**src/common/lane_pkg.sv**
```systemverilog
package lane_pkg;
    // register byte addresses
    localparam logic [7:0] ADDR_CTRL    = 8'h00;
    localparam logic [7:0] ADDR_STATUS  = 8'h04;
    localparam logic [7:0] ADDR_BONDCH  = 8'h08;
    localparam logic [7:0] ADDR_CRC_TX  = 8'h0C;
    localparam logic [7:0] ADDR_CRC_RX  = 8'h10;
    localparam logic [7:0] ADDR_CCHAR   = 8'h14;
    // control field positions
    localparam int CTRL_LOOP_LSB  = 0;   // 3 bits loopback select
    localparam int CTRL_WIDTH_LSB = 3;   // 2 bits fabric width
    localparam int CTRL_MASTER    = 5;
    localparam int CTRL_BOND_GO   = 6;   // write one: arm bond, runs once lane 0 mark sits mid-buffer
    localparam int CTRL_OFS_LSB   = 8;   // 2 bits bond offset
    localparam int CTRL_FLAG_CLR  = 12;  // write one: clear sticky flags
    localparam logic [31:0] CTRL_RESET   = 32'h0000_0008;
    localparam logic [7:0]  BOND_RESET   = 8'hBC;
    localparam logic [7:0]  CCHAR_RESET  = 8'h1C;
    localparam logic [15:0] CRC_SEED     = 16'hFFFF;
    localparam logic [15:0] CRC_POLY     = 16'h1021;
    // path reset release delay in cycles
    localparam int RST_RELEASE_CYC = 5;
    localparam int TXF_DEPTH       = 4;
    localparam int RXB_DEPTH       = 16;
    // loopback modes
    typedef enum logic [2:0] {
        LOOP_NONE, LOOP_SER_PRE, LOOP_SER_POST, LOOP_PARALLEL, LOOP_REPEAT
    } loop_t;
    // fabric width codes
    localparam logic [1:0] WIDTH_1B = 2'h0;
    localparam logic [1:0] WIDTH_2B = 2'h1;
    localparam logic [1:0] WIDTH_4B = 2'h2;
endpackage

```
**src/design/path_reset_gen.sv**
```systemverilog
`timescale 1ns/1ps
`default_nettype none
module path_reset_gen
    import lane_pkg::*;
(
    input  wire logic aclk,
    input  wire logic aresetn,
    input  wire logic path_reset_pin,
    output logic      in_reset
);
    typedef struct packed {
        logic [2:0] sync;
        logic [2:0] cnt;
        logic       hold;
    } rst_st_t;
    rst_st_t st_ff;
    rst_st_t nxt_st;
    // sync pin then hold reset five cycles after the two late stages agree low
    always_comb begin
        nxt_st = st_ff;
        nxt_st.sync = {st_ff.sync[1:0], path_reset_pin};
        if (st_ff.sync[2] && st_ff.sync[1]) begin
            nxt_st.hold = 1'b1;
            nxt_st.cnt  = 3'(RST_RELEASE_CYC);
        end else if (st_ff.hold && !st_ff.sync[2] && !st_ff.sync[1]) begin
            if (st_ff.cnt <= 3'h1) begin
                nxt_st.hold = 1'b0;
                nxt_st.cnt  = 3'h0;
            end else begin
                nxt_st.cnt = st_ff.cnt - 3'h1;
            end
        end
    end
    always_ff @(posedge aclk) begin
        if (!aresetn) begin
            st_ff <= '{sync: 3'h0, cnt: 3'h0, hold: 1'b1};
        end else begin
            st_ff <= nxt_st;
        end
    end
    assign in_reset = st_ff.hold;
endmodule
`default_nettype wire

```
**src/design/serdes_lane_pcs.sv**
```systemverilog
// Design decisions made here: register access over AXI4-Lite and the register addresses.
`timescale 1ns/1ps
`default_nettype none
// Operation
// - each lane records where the bonding character sits.
// - master moves all read positions to mark plus offset.
// - after bonding, master decides all repeats and skips.
// - low buffer repeats a sequence; high buffer skips one.
// - transmit buffer absorbs phase only.
// - transmit FIFO four deep, flags overflow and underflow.
// - four loopbacks: pre-driver, post-driver, parallel, repeater.
// - pre-driver loopback leaves serial outputs undriven.
// - post-driver loopback keeps serial outputs driven.
// - parallel loopback bypasses serial path; transmitter still sends.
// - inhibit holds positive serial output low.
// - repeater loopback resends received data past the fabric.
// - transmit reset recenters FIFO, clears transmit state.
// - receive reset recenters elastic buffer, clears receive state.
// - each path reset holds only its own path of the coding sublayer in reset.
// - reset ends five cycles after the synchronized path reset release.
// - path resets leave media-attachment settings untouched.
// - sleep input powers lane down; package pin ignored.
// - fabric transmit path is 1, 2 or 4 bytes wide; lane receive word stays 4 bytes.
// - CRC made on transmit outside repeater loopback, and made on receive; nothing compares it.
module serdes_lane_pcs
    import lane_pkg::*;
#(
    parameter int NLANES = 4
) (
    input  wire logic              aclk,
    input  wire logic              aresetn,
    input  wire logic [7:0]        s_axi_awaddr,
    input  wire logic              s_axi_awvalid,
    output logic                   s_axi_awready,
    input  wire logic [31:0]       s_axi_wdata,
    input  wire logic [3:0]        s_axi_wstrb,
    input  wire logic              s_axi_wvalid,
    output logic                   s_axi_wready,
    output logic [1:0]             s_axi_bresp,
    output logic                   s_axi_bvalid,
    input  wire logic              s_axi_bready,
    input  wire logic [7:0]        s_axi_araddr,
    input  wire logic              s_axi_arvalid,
    output logic                   s_axi_arready,
    output logic [31:0]            s_axi_rdata,
    output logic [1:0]             s_axi_rresp,
    output logic                   s_axi_rvalid,
    input  wire logic              s_axi_rready,
    input  wire logic              tx_path_reset,
    input  wire logic              rx_path_reset,
    input  wire logic              tx_output_inhibit,
    input  wire logic              lane_sleep,
    input  wire logic [31:0]       tx_data,
    input  wire logic              tx_valid,
    output logic [31:0]            rx_data,
    output logic                   rx_valid,
    input  wire logic [8*NLANES-1:0] lane_rx_bytes,
    input  wire logic              lane_rx_valid,
    output logic [7:0]             serial_out_byte,
    output logic                   serial_out_pos,
    output logic                   serial_out_neg,
    output logic                   serial_out_oe,
    output logic [NLANES-1:0]      bond_found,
    output logic                   lane_aligned
);
    localparam int BW = $clog2(RXB_DEPTH);
    typedef struct packed {
        logic           awdone;
        logic           wdone;
        logic [7:0]     awaddr;
        logic [31:0]    wdata;
        logic           bvalid;
        logic           rvalid;
        logic [31:0]    rdata;
        logic [1:0]     bresp;
        logic [1:0]     rresp;
        logic [31:0]    ctrl;
        logic [7:0]     bond_char;
        logic [7:0]     cc_char;
        logic           bond_go;
        logic           aligned;
        logic [NLANES-1:0][BW-1:0] mark;
        logic [NLANES-1:0][BW-1:0] skew;
        logic [NLANES-1:0] found;
        logic [BW-1:0]  wp;
        logic [BW-1:0]  rp;
        logic [15:0]    crc_tx;
        logic [15:0]    crc_rx;
        logic           ovf_flag;
        logic           unf_flag;
        logic [1:0]     cc_last;   // 1 repeat, 2 skip
        logic [31:0]    rx_out;
        logic           rx_vld;
        logic [7:0]     ser_byte;
        logic           ser_pos;
        logic           ser_neg;
        logic           ser_oe;
        logic [1:0]     phase;
    } pcs_st_t;
    pcs_st_t st_ff;
    pcs_st_t nxt_st;
    logic [8*NLANES-1:0] rxbuf [RXB_DEPTH];
    logic tx_rst;
    logic rx_rst;
    logic fifo_rd;
    logic [31:0] fifo_q;
    logic ovf;
    logic unf;
    loop_t loop_mode;
    logic [BW-1:0] level;
    logic [8*NLANES-1:0] rd_word;
    logic [7:0] lane0_byte;
    logic [2:0] nbytes;
    logic [31:0] masked;

    // one CRC-16 step over a byte
    function automatic logic [15:0] crc_step(input logic [15:0] c,
                                             input logic [7:0]  d);
        logic [15:0] r;
        r = c;
        for (int i = 7; i >= 0; i--) begin
            r = (r[15] ^ d[i]) ? ((r << 1) ^ CRC_POLY) : (r << 1);
        end
        return r;
    endfunction

    // number of fabric bytes for a width code
    function automatic logic [2:0] width_bytes(input logic [1:0] w);
        unique case (w)
            WIDTH_1B: width_bytes = 3'h1;
            WIDTH_2B: width_bytes = 3'h2;
            default:  width_bytes = 3'h4;
        endcase
    endfunction

    path_reset_gen u_txrst (
        .aclk           (aclk),
        .aresetn        (aresetn),
        .path_reset_pin (tx_path_reset),
        .in_reset       (tx_rst)
    );
    path_reset_gen u_rxrst (
        .aclk           (aclk),
        .aresetn        (aresetn),
        .path_reset_pin (rx_path_reset),
        .in_reset       (rx_rst)
    );
    tx_phase_fifo #(.WIDTH(32), .DEPTH(TXF_DEPTH)) u_txf (
        .aclk      (aclk),
        .clear     (tx_rst || !aresetn),
        .wr_en     (tx_valid && !tx_rst && !lane_sleep),
        .wr_data   (tx_data),
        .rd_en     (fifo_rd),
        .rd_data   (fifo_q),
        .overflow  (ovf),
        .underflow (unf)
    );

    // loopback decode, illegal codes fall back to normal
    always_comb begin
        unique case (st_ff.ctrl[CTRL_LOOP_LSB +: 3])
            3'h1:    loop_mode = LOOP_SER_PRE;
            3'h2:    loop_mode = LOOP_SER_POST;
            3'h3:    loop_mode = LOOP_PARALLEL;
            3'h4:    loop_mode = LOOP_REPEAT;
            default: loop_mode = LOOP_NONE;
        endcase
    end

    // fabric width, buffer level, read word
    assign nbytes     = width_bytes(st_ff.ctrl[CTRL_WIDTH_LSB +: 2]);
    assign level      = st_ff.wp - st_ff.rp;
    assign lane0_byte = rd_word[7:0];
    assign fifo_rd    = !tx_rst && !lane_sleep && st_ff.phase == 2'h0;
    assign masked     = (nbytes == 3'h1) ? {24'h0, fifo_q[7:0]} :
                        (nbytes == 3'h2) ? {16'h0, fifo_q[15:0]} : fifo_q;
    // each lane reads at the common pointer plus its bonded skew
    for (genvar g = 0; g < NLANES; g++) begin : g_lane
        assign rd_word[8*g +: 8] = rxbuf[BW'(st_ff.rp + st_ff.skew[g])][8*g +: 8];
    end

    // main next-state logic
    always_comb begin
        nxt_st = st_ff;
        // bus write: address and data in either order
        if (s_axi_awvalid && !st_ff.awdone) begin
            nxt_st.awdone = 1'b1;
            nxt_st.awaddr = s_axi_awaddr;
        end
        if (s_axi_wvalid && !st_ff.wdone) begin
            nxt_st.wdone = 1'b1;
            nxt_st.wdata = s_axi_wdata;
        end
        if (st_ff.awdone && st_ff.wdone && !st_ff.bvalid) begin
            nxt_st.awdone = 1'b0;
            nxt_st.wdone  = 1'b0;
            nxt_st.bvalid = 1'b1;
            nxt_st.bresp  = 2'b00;
            unique case (st_ff.awaddr)
                ADDR_CTRL: begin
                    nxt_st.ctrl    = st_ff.wdata;
                    nxt_st.bond_go = st_ff.wdata[CTRL_BOND_GO];
                    if (st_ff.wdata[CTRL_FLAG_CLR]) begin
                        nxt_st.ovf_flag = 1'b0;
                        nxt_st.unf_flag = 1'b0;
                    end
                end
                ADDR_BONDCH: nxt_st.bond_char = st_ff.wdata[7:0];
                ADDR_CCHAR:  nxt_st.cc_char   = st_ff.wdata[7:0];
                default:     nxt_st.bresp     = 2'b10;
            endcase
        end
        if (st_ff.bvalid && s_axi_bready) begin
            nxt_st.bvalid = 1'b0;
        end
        // bus read
        if (s_axi_arvalid && !st_ff.rvalid) begin
            nxt_st.rvalid = 1'b1;
            nxt_st.rresp  = 2'b00;
            unique case (s_axi_araddr)
                ADDR_CTRL:   nxt_st.rdata = st_ff.ctrl;
                ADDR_STATUS: nxt_st.rdata = 32'({st_ff.cc_last,
                    st_ff.found, st_ff.aligned,
                    st_ff.unf_flag, st_ff.ovf_flag});
                ADDR_BONDCH: nxt_st.rdata = {24'h0, st_ff.bond_char};
                ADDR_CRC_TX: nxt_st.rdata = {16'h0, st_ff.crc_tx};
                ADDR_CRC_RX: nxt_st.rdata = {16'h0, st_ff.crc_rx};
                ADDR_CCHAR:  nxt_st.rdata = {24'h0, st_ff.cc_char};
                default: begin
                    nxt_st.rdata = 32'h0000_0000;
                    nxt_st.rresp = 2'b10;
                end
            endcase
        end else if (st_ff.rvalid && s_axi_rready) begin
            nxt_st.rvalid = 1'b0;
        end

        // transmit: one byte per cycle
        nxt_st.phase = st_ff.phase + 2'h1;
        if (st_ff.phase == 2'(nbytes - 3'h1)) begin
            nxt_st.phase = 2'h0;
        end
        if (ovf) begin
            nxt_st.ovf_flag = 1'b1;
        end
        if (unf) begin
            nxt_st.unf_flag = 1'b1;
        end
        if (loop_mode == LOOP_REPEAT) begin
            nxt_st.ser_byte = lane0_byte;
        end else begin
            nxt_st.ser_byte = masked[8*st_ff.phase +: 8];
            nxt_st.crc_tx   = crc_step(st_ff.crc_tx,
                                       masked[8*st_ff.phase +: 8]);
        end
        nxt_st.ser_pos = ^nxt_st.ser_byte;
        nxt_st.ser_neg = ~nxt_st.ser_pos;
        nxt_st.ser_oe  = (loop_mode != LOOP_SER_PRE);
        if (tx_output_inhibit) begin
            nxt_st.ser_pos = 1'b0;
        end
        if (tx_rst) begin
            nxt_st.crc_tx   = CRC_SEED;
            nxt_st.ser_byte = 8'h00;
            nxt_st.ser_pos  = 1'b0;
            nxt_st.ser_neg  = 1'b0;
            nxt_st.phase    = 2'h0;
        end

        // receive: store lanes, find bonding char
        if (lane_rx_valid) begin
            nxt_st.wp = st_ff.wp + BW'(1);
        end
        for (int l = 0; l < NLANES; l++) begin
            if (lane_rx_valid && lane_rx_bytes[8*l +: 8] == st_ff.bond_char) begin
                nxt_st.mark[l]  = st_ff.wp;
                nxt_st.found[l] = 1'b1;
            end
        end
        nxt_st.rp = st_ff.rp + BW'(1);
        nxt_st.cc_last = 2'h0;
        // pending bond runs once lane 0 mark sits mid-buffer
        if (st_ff.ctrl[CTRL_MASTER] && st_ff.bond_go && &st_ff.found
            && BW'(st_ff.wp - st_ff.mark[0]) == BW'(RXB_DEPTH / 2)) begin
            nxt_st.rp = st_ff.mark[0] + BW'(st_ff.ctrl[CTRL_OFS_LSB +: 2]);
            nxt_st.aligned = 1'b1;
            nxt_st.bond_go = 1'b0;
            for (int l = 0; l < NLANES; l++) begin
                nxt_st.skew[l] = st_ff.mark[l] - st_ff.mark[0];
            end
        end else if (lane0_byte == st_ff.cc_char
                     && (st_ff.ctrl[CTRL_MASTER] || !st_ff.aligned)) begin
            // one correction decision drives the common read pointer
            if (level < BW'(RXB_DEPTH / 4)) begin
                nxt_st.rp = st_ff.rp;
                nxt_st.cc_last = 2'h1;
            end else if (level > BW'(3 * RXB_DEPTH / 4)) begin
                nxt_st.rp = st_ff.rp + BW'(2);
                nxt_st.cc_last = 2'h2;
            end
        end
        // receive source per loopback
        if (loop_mode == LOOP_PARALLEL) begin
            nxt_st.rx_out = masked;
        end else if (loop_mode == LOOP_SER_PRE || loop_mode == LOOP_SER_POST) begin
            nxt_st.rx_out = {24'h0, st_ff.ser_byte};
        end else begin
            nxt_st.rx_out = rd_word[31:0];
        end
        nxt_st.rx_vld = !lane_sleep;
        nxt_st.crc_rx = crc_step(st_ff.crc_rx, nxt_st.rx_out[7:0]);
        if (rx_rst) begin
            nxt_st.wp      = BW'(RXB_DEPTH / 2);
            nxt_st.rp      = '0;
            nxt_st.found   = '0;
            nxt_st.skew    = '0;
            nxt_st.aligned = 1'b0;
            nxt_st.crc_rx  = CRC_SEED;
            nxt_st.rx_out  = 32'h0000_0000;
            nxt_st.rx_vld  = 1'b0;
            nxt_st.cc_last = 2'h0;
        end
        // sleep quiets outputs
        if (lane_sleep) begin
            nxt_st.ser_oe  = 1'b0;
            nxt_st.ser_pos = 1'b0;
            nxt_st.ser_neg = 1'b0;
        end
    end

    // state register and elastic buffer store
    always_ff @(posedge aclk) begin
        if (!aresetn) begin
            st_ff           <= '0;
            st_ff.ctrl      <= CTRL_RESET;
            st_ff.bond_char <= BOND_RESET;
            st_ff.cc_char   <= CCHAR_RESET;
            st_ff.crc_tx    <= CRC_SEED;
            st_ff.crc_rx    <= CRC_SEED;
            st_ff.wp        <= BW'(RXB_DEPTH / 2);
        end else begin
            st_ff <= nxt_st;
        end
        if (lane_rx_valid) begin
            rxbuf[st_ff.wp] <= lane_rx_bytes;
        end
    end

    // outputs from flops
    assign s_axi_awready   = !st_ff.awdone;
    assign s_axi_wready    = !st_ff.wdone;
    assign s_axi_bvalid    = st_ff.bvalid;
    assign s_axi_bresp     = st_ff.bresp;
    assign s_axi_arready   = !st_ff.rvalid;
    assign s_axi_rvalid    = st_ff.rvalid;
    assign s_axi_rdata     = st_ff.rdata;
    assign s_axi_rresp     = st_ff.rresp;
    assign rx_data         = st_ff.rx_out;
    assign rx_valid        = st_ff.rx_vld;
    assign serial_out_byte = st_ff.ser_byte;
    assign serial_out_pos  = st_ff.ser_pos;
    assign serial_out_neg  = st_ff.ser_neg;
    assign serial_out_oe   = st_ff.ser_oe;
    assign bond_found      = st_ff.found;
    assign lane_aligned    = st_ff.aligned;
endmodule
`default_nettype wire

```
**src/design/tx_phase_fifo.sv**
```systemverilog
`timescale 1ns/1ps
`default_nettype none
module tx_phase_fifo
    import lane_pkg::*;
#(
    parameter int WIDTH = 32,
    parameter int DEPTH = TXF_DEPTH
) (
    input  wire logic             aclk,
    input  wire logic             clear,
    input  wire logic             wr_en,
    input  wire logic [WIDTH-1:0] wr_data,
    input  wire logic             rd_en,
    output logic [WIDTH-1:0]      rd_data,
    output logic                  overflow,
    output logic                  underflow
);
    localparam int AW = $clog2(DEPTH);
    typedef struct packed {
        logic [AW-1:0] wp;
        logic [AW-1:0] rp;
        logic [AW:0]   fill;
    } fifo_st_t;
    fifo_st_t st_ff;
    fifo_st_t nxt_st;
    logic [WIDTH-1:0] mem [DEPTH];
    // pointers, fill level; clear recenters to half full
    always_comb begin
        nxt_st    = st_ff;
        overflow  = 1'b0;
        underflow = 1'b0;
        if (clear) begin
            nxt_st.wp   = AW'(DEPTH / 2);
            nxt_st.rp   = '0;
            nxt_st.fill = (AW+1)'(DEPTH / 2);
        end else begin
            if (wr_en) begin
                nxt_st.wp = st_ff.wp + AW'(1);
            end
            if (rd_en) begin
                nxt_st.rp = st_ff.rp + AW'(1);
            end
            // overflow on write when full, underflow on read when empty
            overflow  = wr_en && !rd_en && (st_ff.fill == (AW+1)'(DEPTH));
            underflow = rd_en && !wr_en && (st_ff.fill == '0);
            if (wr_en && !rd_en && !overflow) begin
                nxt_st.fill = st_ff.fill + (AW+1)'(1);
            end else if (rd_en && !wr_en && !underflow) begin
                nxt_st.fill = st_ff.fill - (AW+1)'(1);
            end
        end
    end
    always_ff @(posedge aclk) begin
        st_ff <= nxt_st;
        if (wr_en) begin
            mem[st_ff.wp] <= wr_data;
        end
    end
    assign rd_data = mem[st_ff.rp];
endmodule
`default_nettype wire
```
**config.mk**
```make
export PLATFORM = sky130hd
export DESIGN_NAME = serdes_lane_pcs
export DESIGN_NICKNAME = d
export VERILOG_FILES = /design/src/common/lane_pkg.sv /design/src/design/path_reset_gen.sv /design/src/design/serdes_lane_pcs.sv /design/src/design/tx_phase_fifo.sv
export SDC_FILE = /design/constraint.sdc
export NUM_CORES = 1
export LEC_CHECK = 0
export CAP_MARGIN = 30
export CORE_ASPECT_RATIO = 1.2
export CORE_MARGIN = 1
export CORE_UTILIZATION = 55
export DETAILED_ROUTE_END_ITERATION = 12
export DONT_BUFFER_PORTS = 1
export GPL_TIMING_DRIVEN = 0
export PLACE_DENSITY = 0.78
export SETUP_SLACK_MARGIN = 0.3
export SLEW_MARGIN = 20
export SYNTH_ARGS = -nofsm -noshare
export SYNTH_HDL_FRONTEND = slang
export SYNTH_SLANG_ARGS = --single-unit
```
**constraint.sdc**
```tcl
create_clock -name aclk -period 8.3 [get_ports aclk]
set_input_delay 0.415 -clock aclk [delete_from_list [all_inputs] [get_ports aclk]]
set_output_delay 0.415 -clock aclk [all_outputs]
set_load 0.01 [all_outputs]
```
* Word level (Yosys, flattened, before mapping)
Memory sizes are Yosys's and may differ from the RTL's. A register that Yosys moved wholly into a read port is not among the register bits.
Cells that the tools add are included.
** Word-level totals
- Register bits :: 277
- Memory bits (writable) :: 640
- Logic and storage cells :: 290
- Memories kept :: 2
** Operators by class
- Add/sub/neg operators :: 22
- Magnitude comparators :: 4
- Eq/ne operators :: 28
- Shifts and indexed selects :: 1
- Muxes and demuxes :: 57
- Bitwise gates (word level) :: 35
- Reductions and logical operators :: 89
** Memory list
- rxbuf :: depth 16, bits a word 32, rd ports 4, clocked after memory_dff 0, write ports 1, line serdes_lane_pcs.sv:102 : logic [8*NLANES-1:0] rxbuf [RXB_DEPTH];
- u_txf.mem :: depth 4, bits a word 32, rd ports 1, clocked after memory_dff 1, write ports 1, line tx_phase_fifo.sv:26 : logic [WIDTH-1:0] mem [DEPTH];
** Operators by type and width (number)
- 2-to-1 mux 13 bit :: 16
- one-hot mux 32 bit (6 select lines) :: 1
- 2-to-1 mux 32 bit :: 4
- NOT 3 bit :: 16
- == test 8 bit :: 5
- 2-to-1 mux 4 bit :: 8
- variable part select 32 x 6 -> 8 bit :: 1
- logical AND 1 bit :: 31
- == test 8 x 4 -> 1 bit (second input constant) :: 3
- == test 8 x 5 -> 1 bit (second input constant) :: 3
- subtractor 4 bit :: 6
- nonzero test 2 bit :: 10
- adder 4 bit :: 4
- logical NOT 1 bit :: 16
- logical NOT 8 bit :: 2
- 2-to-1 mux 2 bit :: 8
- OR reduction 2 bit :: 8
- XOR 1 bit :: 16
- == test 3 x 2 -> 1 bit (second input constant) :: 5
- 2-to-1 mux 1 bit :: 13
- 2-to-1 mux 3 bit :: 4
- one-hot mux 3 bit (4 select lines) :: 1
- AND reduction 2 bit :: 5
- == test 3 x 1 -> 1 bit (second input constant) :: 3
- other kinds (30) :: 47

* Depth between registers and ports, before layout
- Depth in word-level cells :: 22
- Mapped depth :: 12
- Mapped depth without buffers :: 11

* Modules after synthesis
Synthesis repeated with hierarchy kept, for this count alone.
** Second synthesis, totals
- Cell total of the unflattened synthesis :: 2595
- Area total of the unflattened synthesis :: 37618.6 µm²
** By module, submodules not included
- serdes_lane_pcs :: instances 1, cells each 2299, area an instance 31759.2 µm²
- tx_phase_fifo :: instances 1, cells each 230, area an instance 5206.2 µm²
- path_reset_gen :: instances 2, cells each 33, area an instance 326.6 µm²

* Worst setup path after synthesis
OpenSTA, ideal clock, no wires.
- Kind :: register -> register
- Start :: register st_ff[83] in the netlist's numbering
- End :: register st_ff[85] in the netlist's numbering
- Library setup time :: 0.120 ns
- Arrival :: 2.835 ns
- Required time :: 8.180 ns
- Setup slack :: 5.345 ns
- Stages on the path, launching flop included :: 11
- Path through :: dfxtp_1 -> buf_2 -> buf_2 -> mux4_2 -> a21oi_1 -> nor2_1 -> mux2_2 -> nor4_4 -> nand4_2 -> and3_1 -> a211o_1
** Between the ends
- Cells in the longest elaborated chain, start to end :: 6
** Ends and longest elaborated chain
- start: declaration :: line serdes_lane_pcs.sv:100 : pcs_st_t st_ff;
- start signal: assignment :: line serdes_lane_pcs.sv:342 : st_ff <= nxt_st;
- adder 4 bit / subtractor 4 bit (equally long branches) :: line serdes_lane_pcs.sv:179, serdes_lane_pcs.sv:172
- memory read (16 x 32 bit) / greater-than comparator 4 bit (equally long branches)
- == test 8 bit / 2-to-1 mux 4 bit (equally long branches) :: line serdes_lane_pcs.sv:291, serdes_lane_pcs.sv:297
- logical AND 1 bit / 2-to-1 mux 4 bit (equally long branches) :: line serdes_lane_pcs.sv:292, serdes_lane_pcs.sv:294
- 2-to-1 mux 4 bit :: line serdes_lane_pcs.sv:291 : end else if (lane0_byte == st_ff.cc_char
- 2-to-1 mux 4 bit :: line serdes_lane_pcs.sv:283 : if (st_ff.ctrl[CTRL_MASTER] && st_ff.bond_go && &st_ff.found
Several ways; a longest one is shown, not always the timed one. The select of a mux whose other input is x is not followed.
A chain may end at the register's enable or synchronous reset.

* Final worst setup path
- Start :: register st_ff[148] in the netlist's numbering
- End :: register st_ff, in the netlist serial_out_pos
** Between the ends
- Cells in the longest elaborated chain, start to end :: 8
** Ends and longest elaborated chain
- == test 2 x 1 -> 1 bit / logical NOT 2 bit (equally long branches) :: line serdes_lane_pcs.sv:129 : unique case (w)
- one-hot mux 3 bit (2 select lines) (*) :: line serdes_lane_pcs.sv:129
- == test 3 x 2 -> 1 bit :: line serdes_lane_pcs.sv:176 : (nbytes == 3'h2) ? {16'h0, fifo_q[15:0]} : fifo_q;
- 2-to-1 mux 32 bit :: line serdes_lane_pcs.sv:176
- 2-to-1 mux 32 bit (*) :: line serdes_lane_pcs.sv:175 : assign masked = (nbytes == 3'h1) ? {24'h0, fifo_q[7:0]} :
- variable part select 32 x 6 -> 8 bit (*) :: line serdes_lane_pcs.sv:252 : nxt_st.ser_byte = masked[8*st_ff.phase +: 8];
- 2-to-1 mux 8 bit (*) :: line serdes_lane_pcs.sv:249 : if (loop_mode == LOOP_REPEAT) begin
- XOR reduction 8 bit (*) :: line serdes_lane_pcs.sv:256 : nxt_st.ser_pos = ^nxt_st.ser_byte;
Every way passes the cells marked *; elsewhere a longest branch is shown, timed or not.

==> run_results.csv <==
group,metric,value,unit
status,status,"finished clean",
sta,skew,31.1,ps
worst_setup_path,cpLargestDelayFamily,"compound AO/OA/AOI/OAI gates",
die,core_area,0.0673,mm^2
detailed_routing,dr_total_vias,23900,
detailed_routing,drt-initial-drc-count,2861,
die,io_pins,219,
global_route,wire_length_of_the_first_global_routing_pass,153,mm
placed_design,finalWeightedCongestion,0.936,
power_and_ir_drop,power.density_cell_area,230,mW/mm^2
sta,rsz0062_at_grt,"no",
die,die_area,0.0692,mm^2
final_layout,design.final.nets,3050,
worst_setup_path,list_of_cells_traversed_by_the_critical_path,"clkbuf_1 -> nand2_1 -> o22ai_1 -> o22ai_1 -> a31oi_1 -> mux2i_1 -> xnor2_1 -> xnor2_1 -> xnor2_1 -> nor4_1 -> dlygate4sd3_1",
synth,netlist-cell-type-count,78,
sta,timing_hold_violations_final,0,
worst_setup_path,worstPathBufferInverterCount,2,
synth,synth_seq_cells,913,
clocking,cts-htree-levels,3,
placed_design,portBuffers,0,
global_route,grt_antenna_before_repair,5,
final_layout,areaGrowthSynthToFinish,15.8,%
synth,yosys_warnings,0,
sta,share_of_the_clock_period_used_by_the_worst_path,53.1,%
global_route,grt.total_usage,30.6,%
power_and_ir_drop,max-vdd-ir-drop,0.196,mV
sta,post-route-min-period,4410,ps
synth,post_synthesis_cell_area,0.0375,mm^2
sta,tns,0,ps
clocking,cts.root.buffer_cell,"sky130_fd_sc_hd__clkbuf_16",
sta,fmax,227,MHz
synth,postSynth.asyncResetShare,0,%
worst_setup_path,critical-path-top-cell-by-count,"sky130_fd_sc_hd__xnor2_1",
synth,post_synth_mux_area_share,11.9,%
synth,synthAdderAreaFrac,1.85,%
clocking,cts.clk_slew.worst_paths,60,ps
die,start_util,55.7,%
die,floorplan.die.height,288,um
power_and_ir_drop,p_leak,14.7,nW
final_layout,final_layout_size_suffix_gt1_share,15.8,%
clocking,cts-root-to-sink-buffers,3,
worst_setup_path,timing.critical_path.from_type,"register",
detailed_routing,route.detailed.wl_per_inst,27.3,um
clocking,clock_tree_from_tritoncts,"done",
synth,ys_seq_area_share,65.9,%
synth,synth-edff-count,640,
placed_design,preCtsSetupSlack,4320,ps
synth,synth_top_family_by_area,"multiplexers",
detailed_routing,detail_route.first_pass.iterations,6,
clocking,cts-hold-fix-buffers,114,
sta,report.final.setup_viol,0,
worst_setup_path,max_stage_delay_on_crit_path,770,ps
synth,gate_count_after_technology_mapping,2635,
final_layout,most_common_library_cell_in_the_layout_ignoring_fill_and_taps,"sky130_fd_sc_hd__edfxtp_1",
sta,worst_pin_slew,1100,ps
global_route,globalRoute.totalOverflow,0,
sta,drv_slew,0,
clocking,numCtsBuffers,87,
final_layout,n_fill_cell,4620,
synth,synth-compound-area-share,5.00,%
clocking,postCtsSetupBuffers,0,
final_layout,final_cell_area,0.0434,mm^2
worst_setup_path,critical_path.endpoint_type,"register",
detailed_routing,post_drt_via_cell_ratio,6.22,
clocking,ctsResizeCount,0,
global_route,grt_pass1_vias,24100,
synth,post_synth_and_or_nand_nor_area_fraction,8.52,%
worst_setup_path,worst_path_required,8840,ps
die,die_width,240,um
detailed_routing,routed_wirelength,105,mm
global_route,pin_count_of_the_biggest_net_entering_global_routing,23,
placed_design,post-dp-hpwl,68.8,mm
clocking,clock-sinks,913,
hold_path,hold_crit_path_type,"primary input to register",
worst_setup_path,criticalPathCategory,"register to register",
synth,avgSynthCellArea,14.2,um^2
placed_design,dpl-instance-area,0.0391,mm^2
worst_setup_path,data_arrival_time_of_the_worst_path,4950,ps
synth,ys.flop_type,"sky130_fd_sc_hd__edfxtp_1",
final_layout,final_core_utilization,64.5,%
die,std_cell_rows,104,
synth,synth_xor_area_share,3.20,%
detailed_routing,route.antenna.remaining_nets,0,
job,max_cap_viol_count,0,
worst_setup_path,largest_driver_fanout_on_the_critical_path,10,
final_layout,commonest_non_fill_non_tap_cells_in_the_layout,"sky130_fd_sc_hd__edfxtp_1 (640), sky130_fd_sc_hd__nand2_1 (330), sky130_fd_sc_hd__dfxtp_1 (273), sky130_fd_sc_hd__nor2_1 (172), sky130_fd_sc_hd__mux4_2 (150)",
clocking,worst_skew_pair.late_latency,670,ps
detailed_routing,remaining_design_rule_violation_count,0,
sta,final_critical_path_setup_slack,3890,ps
sta,slew-limit-headroom,26.9,%
worst_setup_path,cpMaxStageDelayCell,"sky130_fd_sc_hd__o22ai_1",
==> power breakdown <==
| part | total (mW) | internal, mW | switching [mW] |
|---|---|---|---|
| clock | 4.19 | 2.42 | 1.77 |
| combinational | 0.747 | 0.316 | 0.431 |
| sequential | 5.04 | 4.96 | 0.0822 |
| total | 9.98 | 7.70 | 2.28 |
==> area by class of cell <==
type | instances | area, um^2 | area share [%]
clock buffer | 113 | 2420 | 5.58
clock inverter | 47 | 589 | 1.36
antenna | 6 | 15.0 | 0.0346
buffer | 223 | 1200 | 2.77
multi-input combinational | 1456 | 11500 | 26.5
tap | 901 | 1130 | 2.60
inverter | 44 | 165 | 0.381
timing repair buffer | 146 | 1710 | 3.93
sequential | 913 | 24700 | 56.9
==> through the flow <==
step / power, mW / hold slack (ps) / std cells
floorplan: 5.59 / 412 / 2636
global placement: 5.76 / 430 / 3537
detailed placement: 5.78 / 426 / 3562
CTS: 9.96 / 15.4 / 3836
global route: 10.2 / 76.9 / 3846
finish: 9.98 / 38.7 / 3849
==> tightest hold or removal path: cells and delay by family <==
family,cells,cell delay [ps]
AND/OR/NAND/NOR,2,120
multiplexers,1,120
==> per-layer routing <==
metal  part of all wire, %  routed length, um  up-vias  GRT usage [%]
met1                    36              37500    11900           36.9
met5                 0.056                 59        -              0
met3                   9.2               9650      362           6.15
met4                   5.9               6190        6           17.0
met2                    49              51700     1467           51.4
li1                      -                  -    10200              -
==> worst paths after layout <==
path                     start                end  slack (ps)  cells past startpoint
max                 st_ff[148]     serial_out_pos        3890                     11
min reg2reg  u_rxrst.nxt_st[5]  u_rxrst.nxt_st[6]         440                      1
max reg2reg         st_ff[148]     serial_out_pos        3890                     11
min                 lane_sleep     u_txf.st_ff[1]          40                      3
==> kinds of logic after synthesis <==
group                    Yosys count
flip-flops                       913
AND/OR/NAND/NOR                  714
AO/OA/AOI/OAI                    301
buffers and inverters            267
multiplexers                     257
XOR/XNOR                         132
adder cells (fa/ha/maj)           50
other                              1
==> synth_stat cells (all sizes together), types with 5 or more instances <==
library cell,n,share of area (%)
edfxtp,640,51
nand2,330,3.3
dfxtp,273,15
nor2,173,1.8
mux4,150,9.0
a21oi,142,1.9
buf,116,2.1
clkbuf,107,1.1
mux2i,99,2.7
xor2,69,1.6
xnor2,63,1.6
nand3,59,0.80
inv,42,0.42
ha,41,1.4
o21ai,38,0.51
and2,33,0.55
nand3b,27,0.54
a32oi,24,0.56
nor3,24,0.32
o22ai,19,0.32
a211oi,13,0.26
nor4,12,0.24
nand2b,11,0.18
nor2b,11,0.18
fa,9,0.48
a21o,8,0.16
and3,8,0.13
mux2,8,0.24
a221oi,7,0.16
a22oi,7,0.14
or3,7,0.12
a31oi,6,0.10
nand4,6,0.12
nor3b,5,0.10
==> sequential cells by signal, summed over array words and instances, names as in the netlist, named ones only <==
register,cells
s_axi_rresp,1
u_rxrst.in_reset,1
u_txf.st_ff,7
rx_data,32
rx_valid,1
u_txrst.in_reset,1
st_ff,165
serial_out_pos,1
s_axi_bvalid,1
u_rxrst.nxt_st,2
bond_found,4
u_rxrst.st_ff,4
s_axi_rvalid,1
serial_out_byte,8
u_txrst.st_ff,4
lane_aligned,1
u_txf.mem,128
rxbuf,512
serial_out_oe,1
s_axi_rdata,32
u_txrst.nxt_st,2
s_axi_bresp,1
serial_out_neg,1
Power figures use the tool's default switching activity.
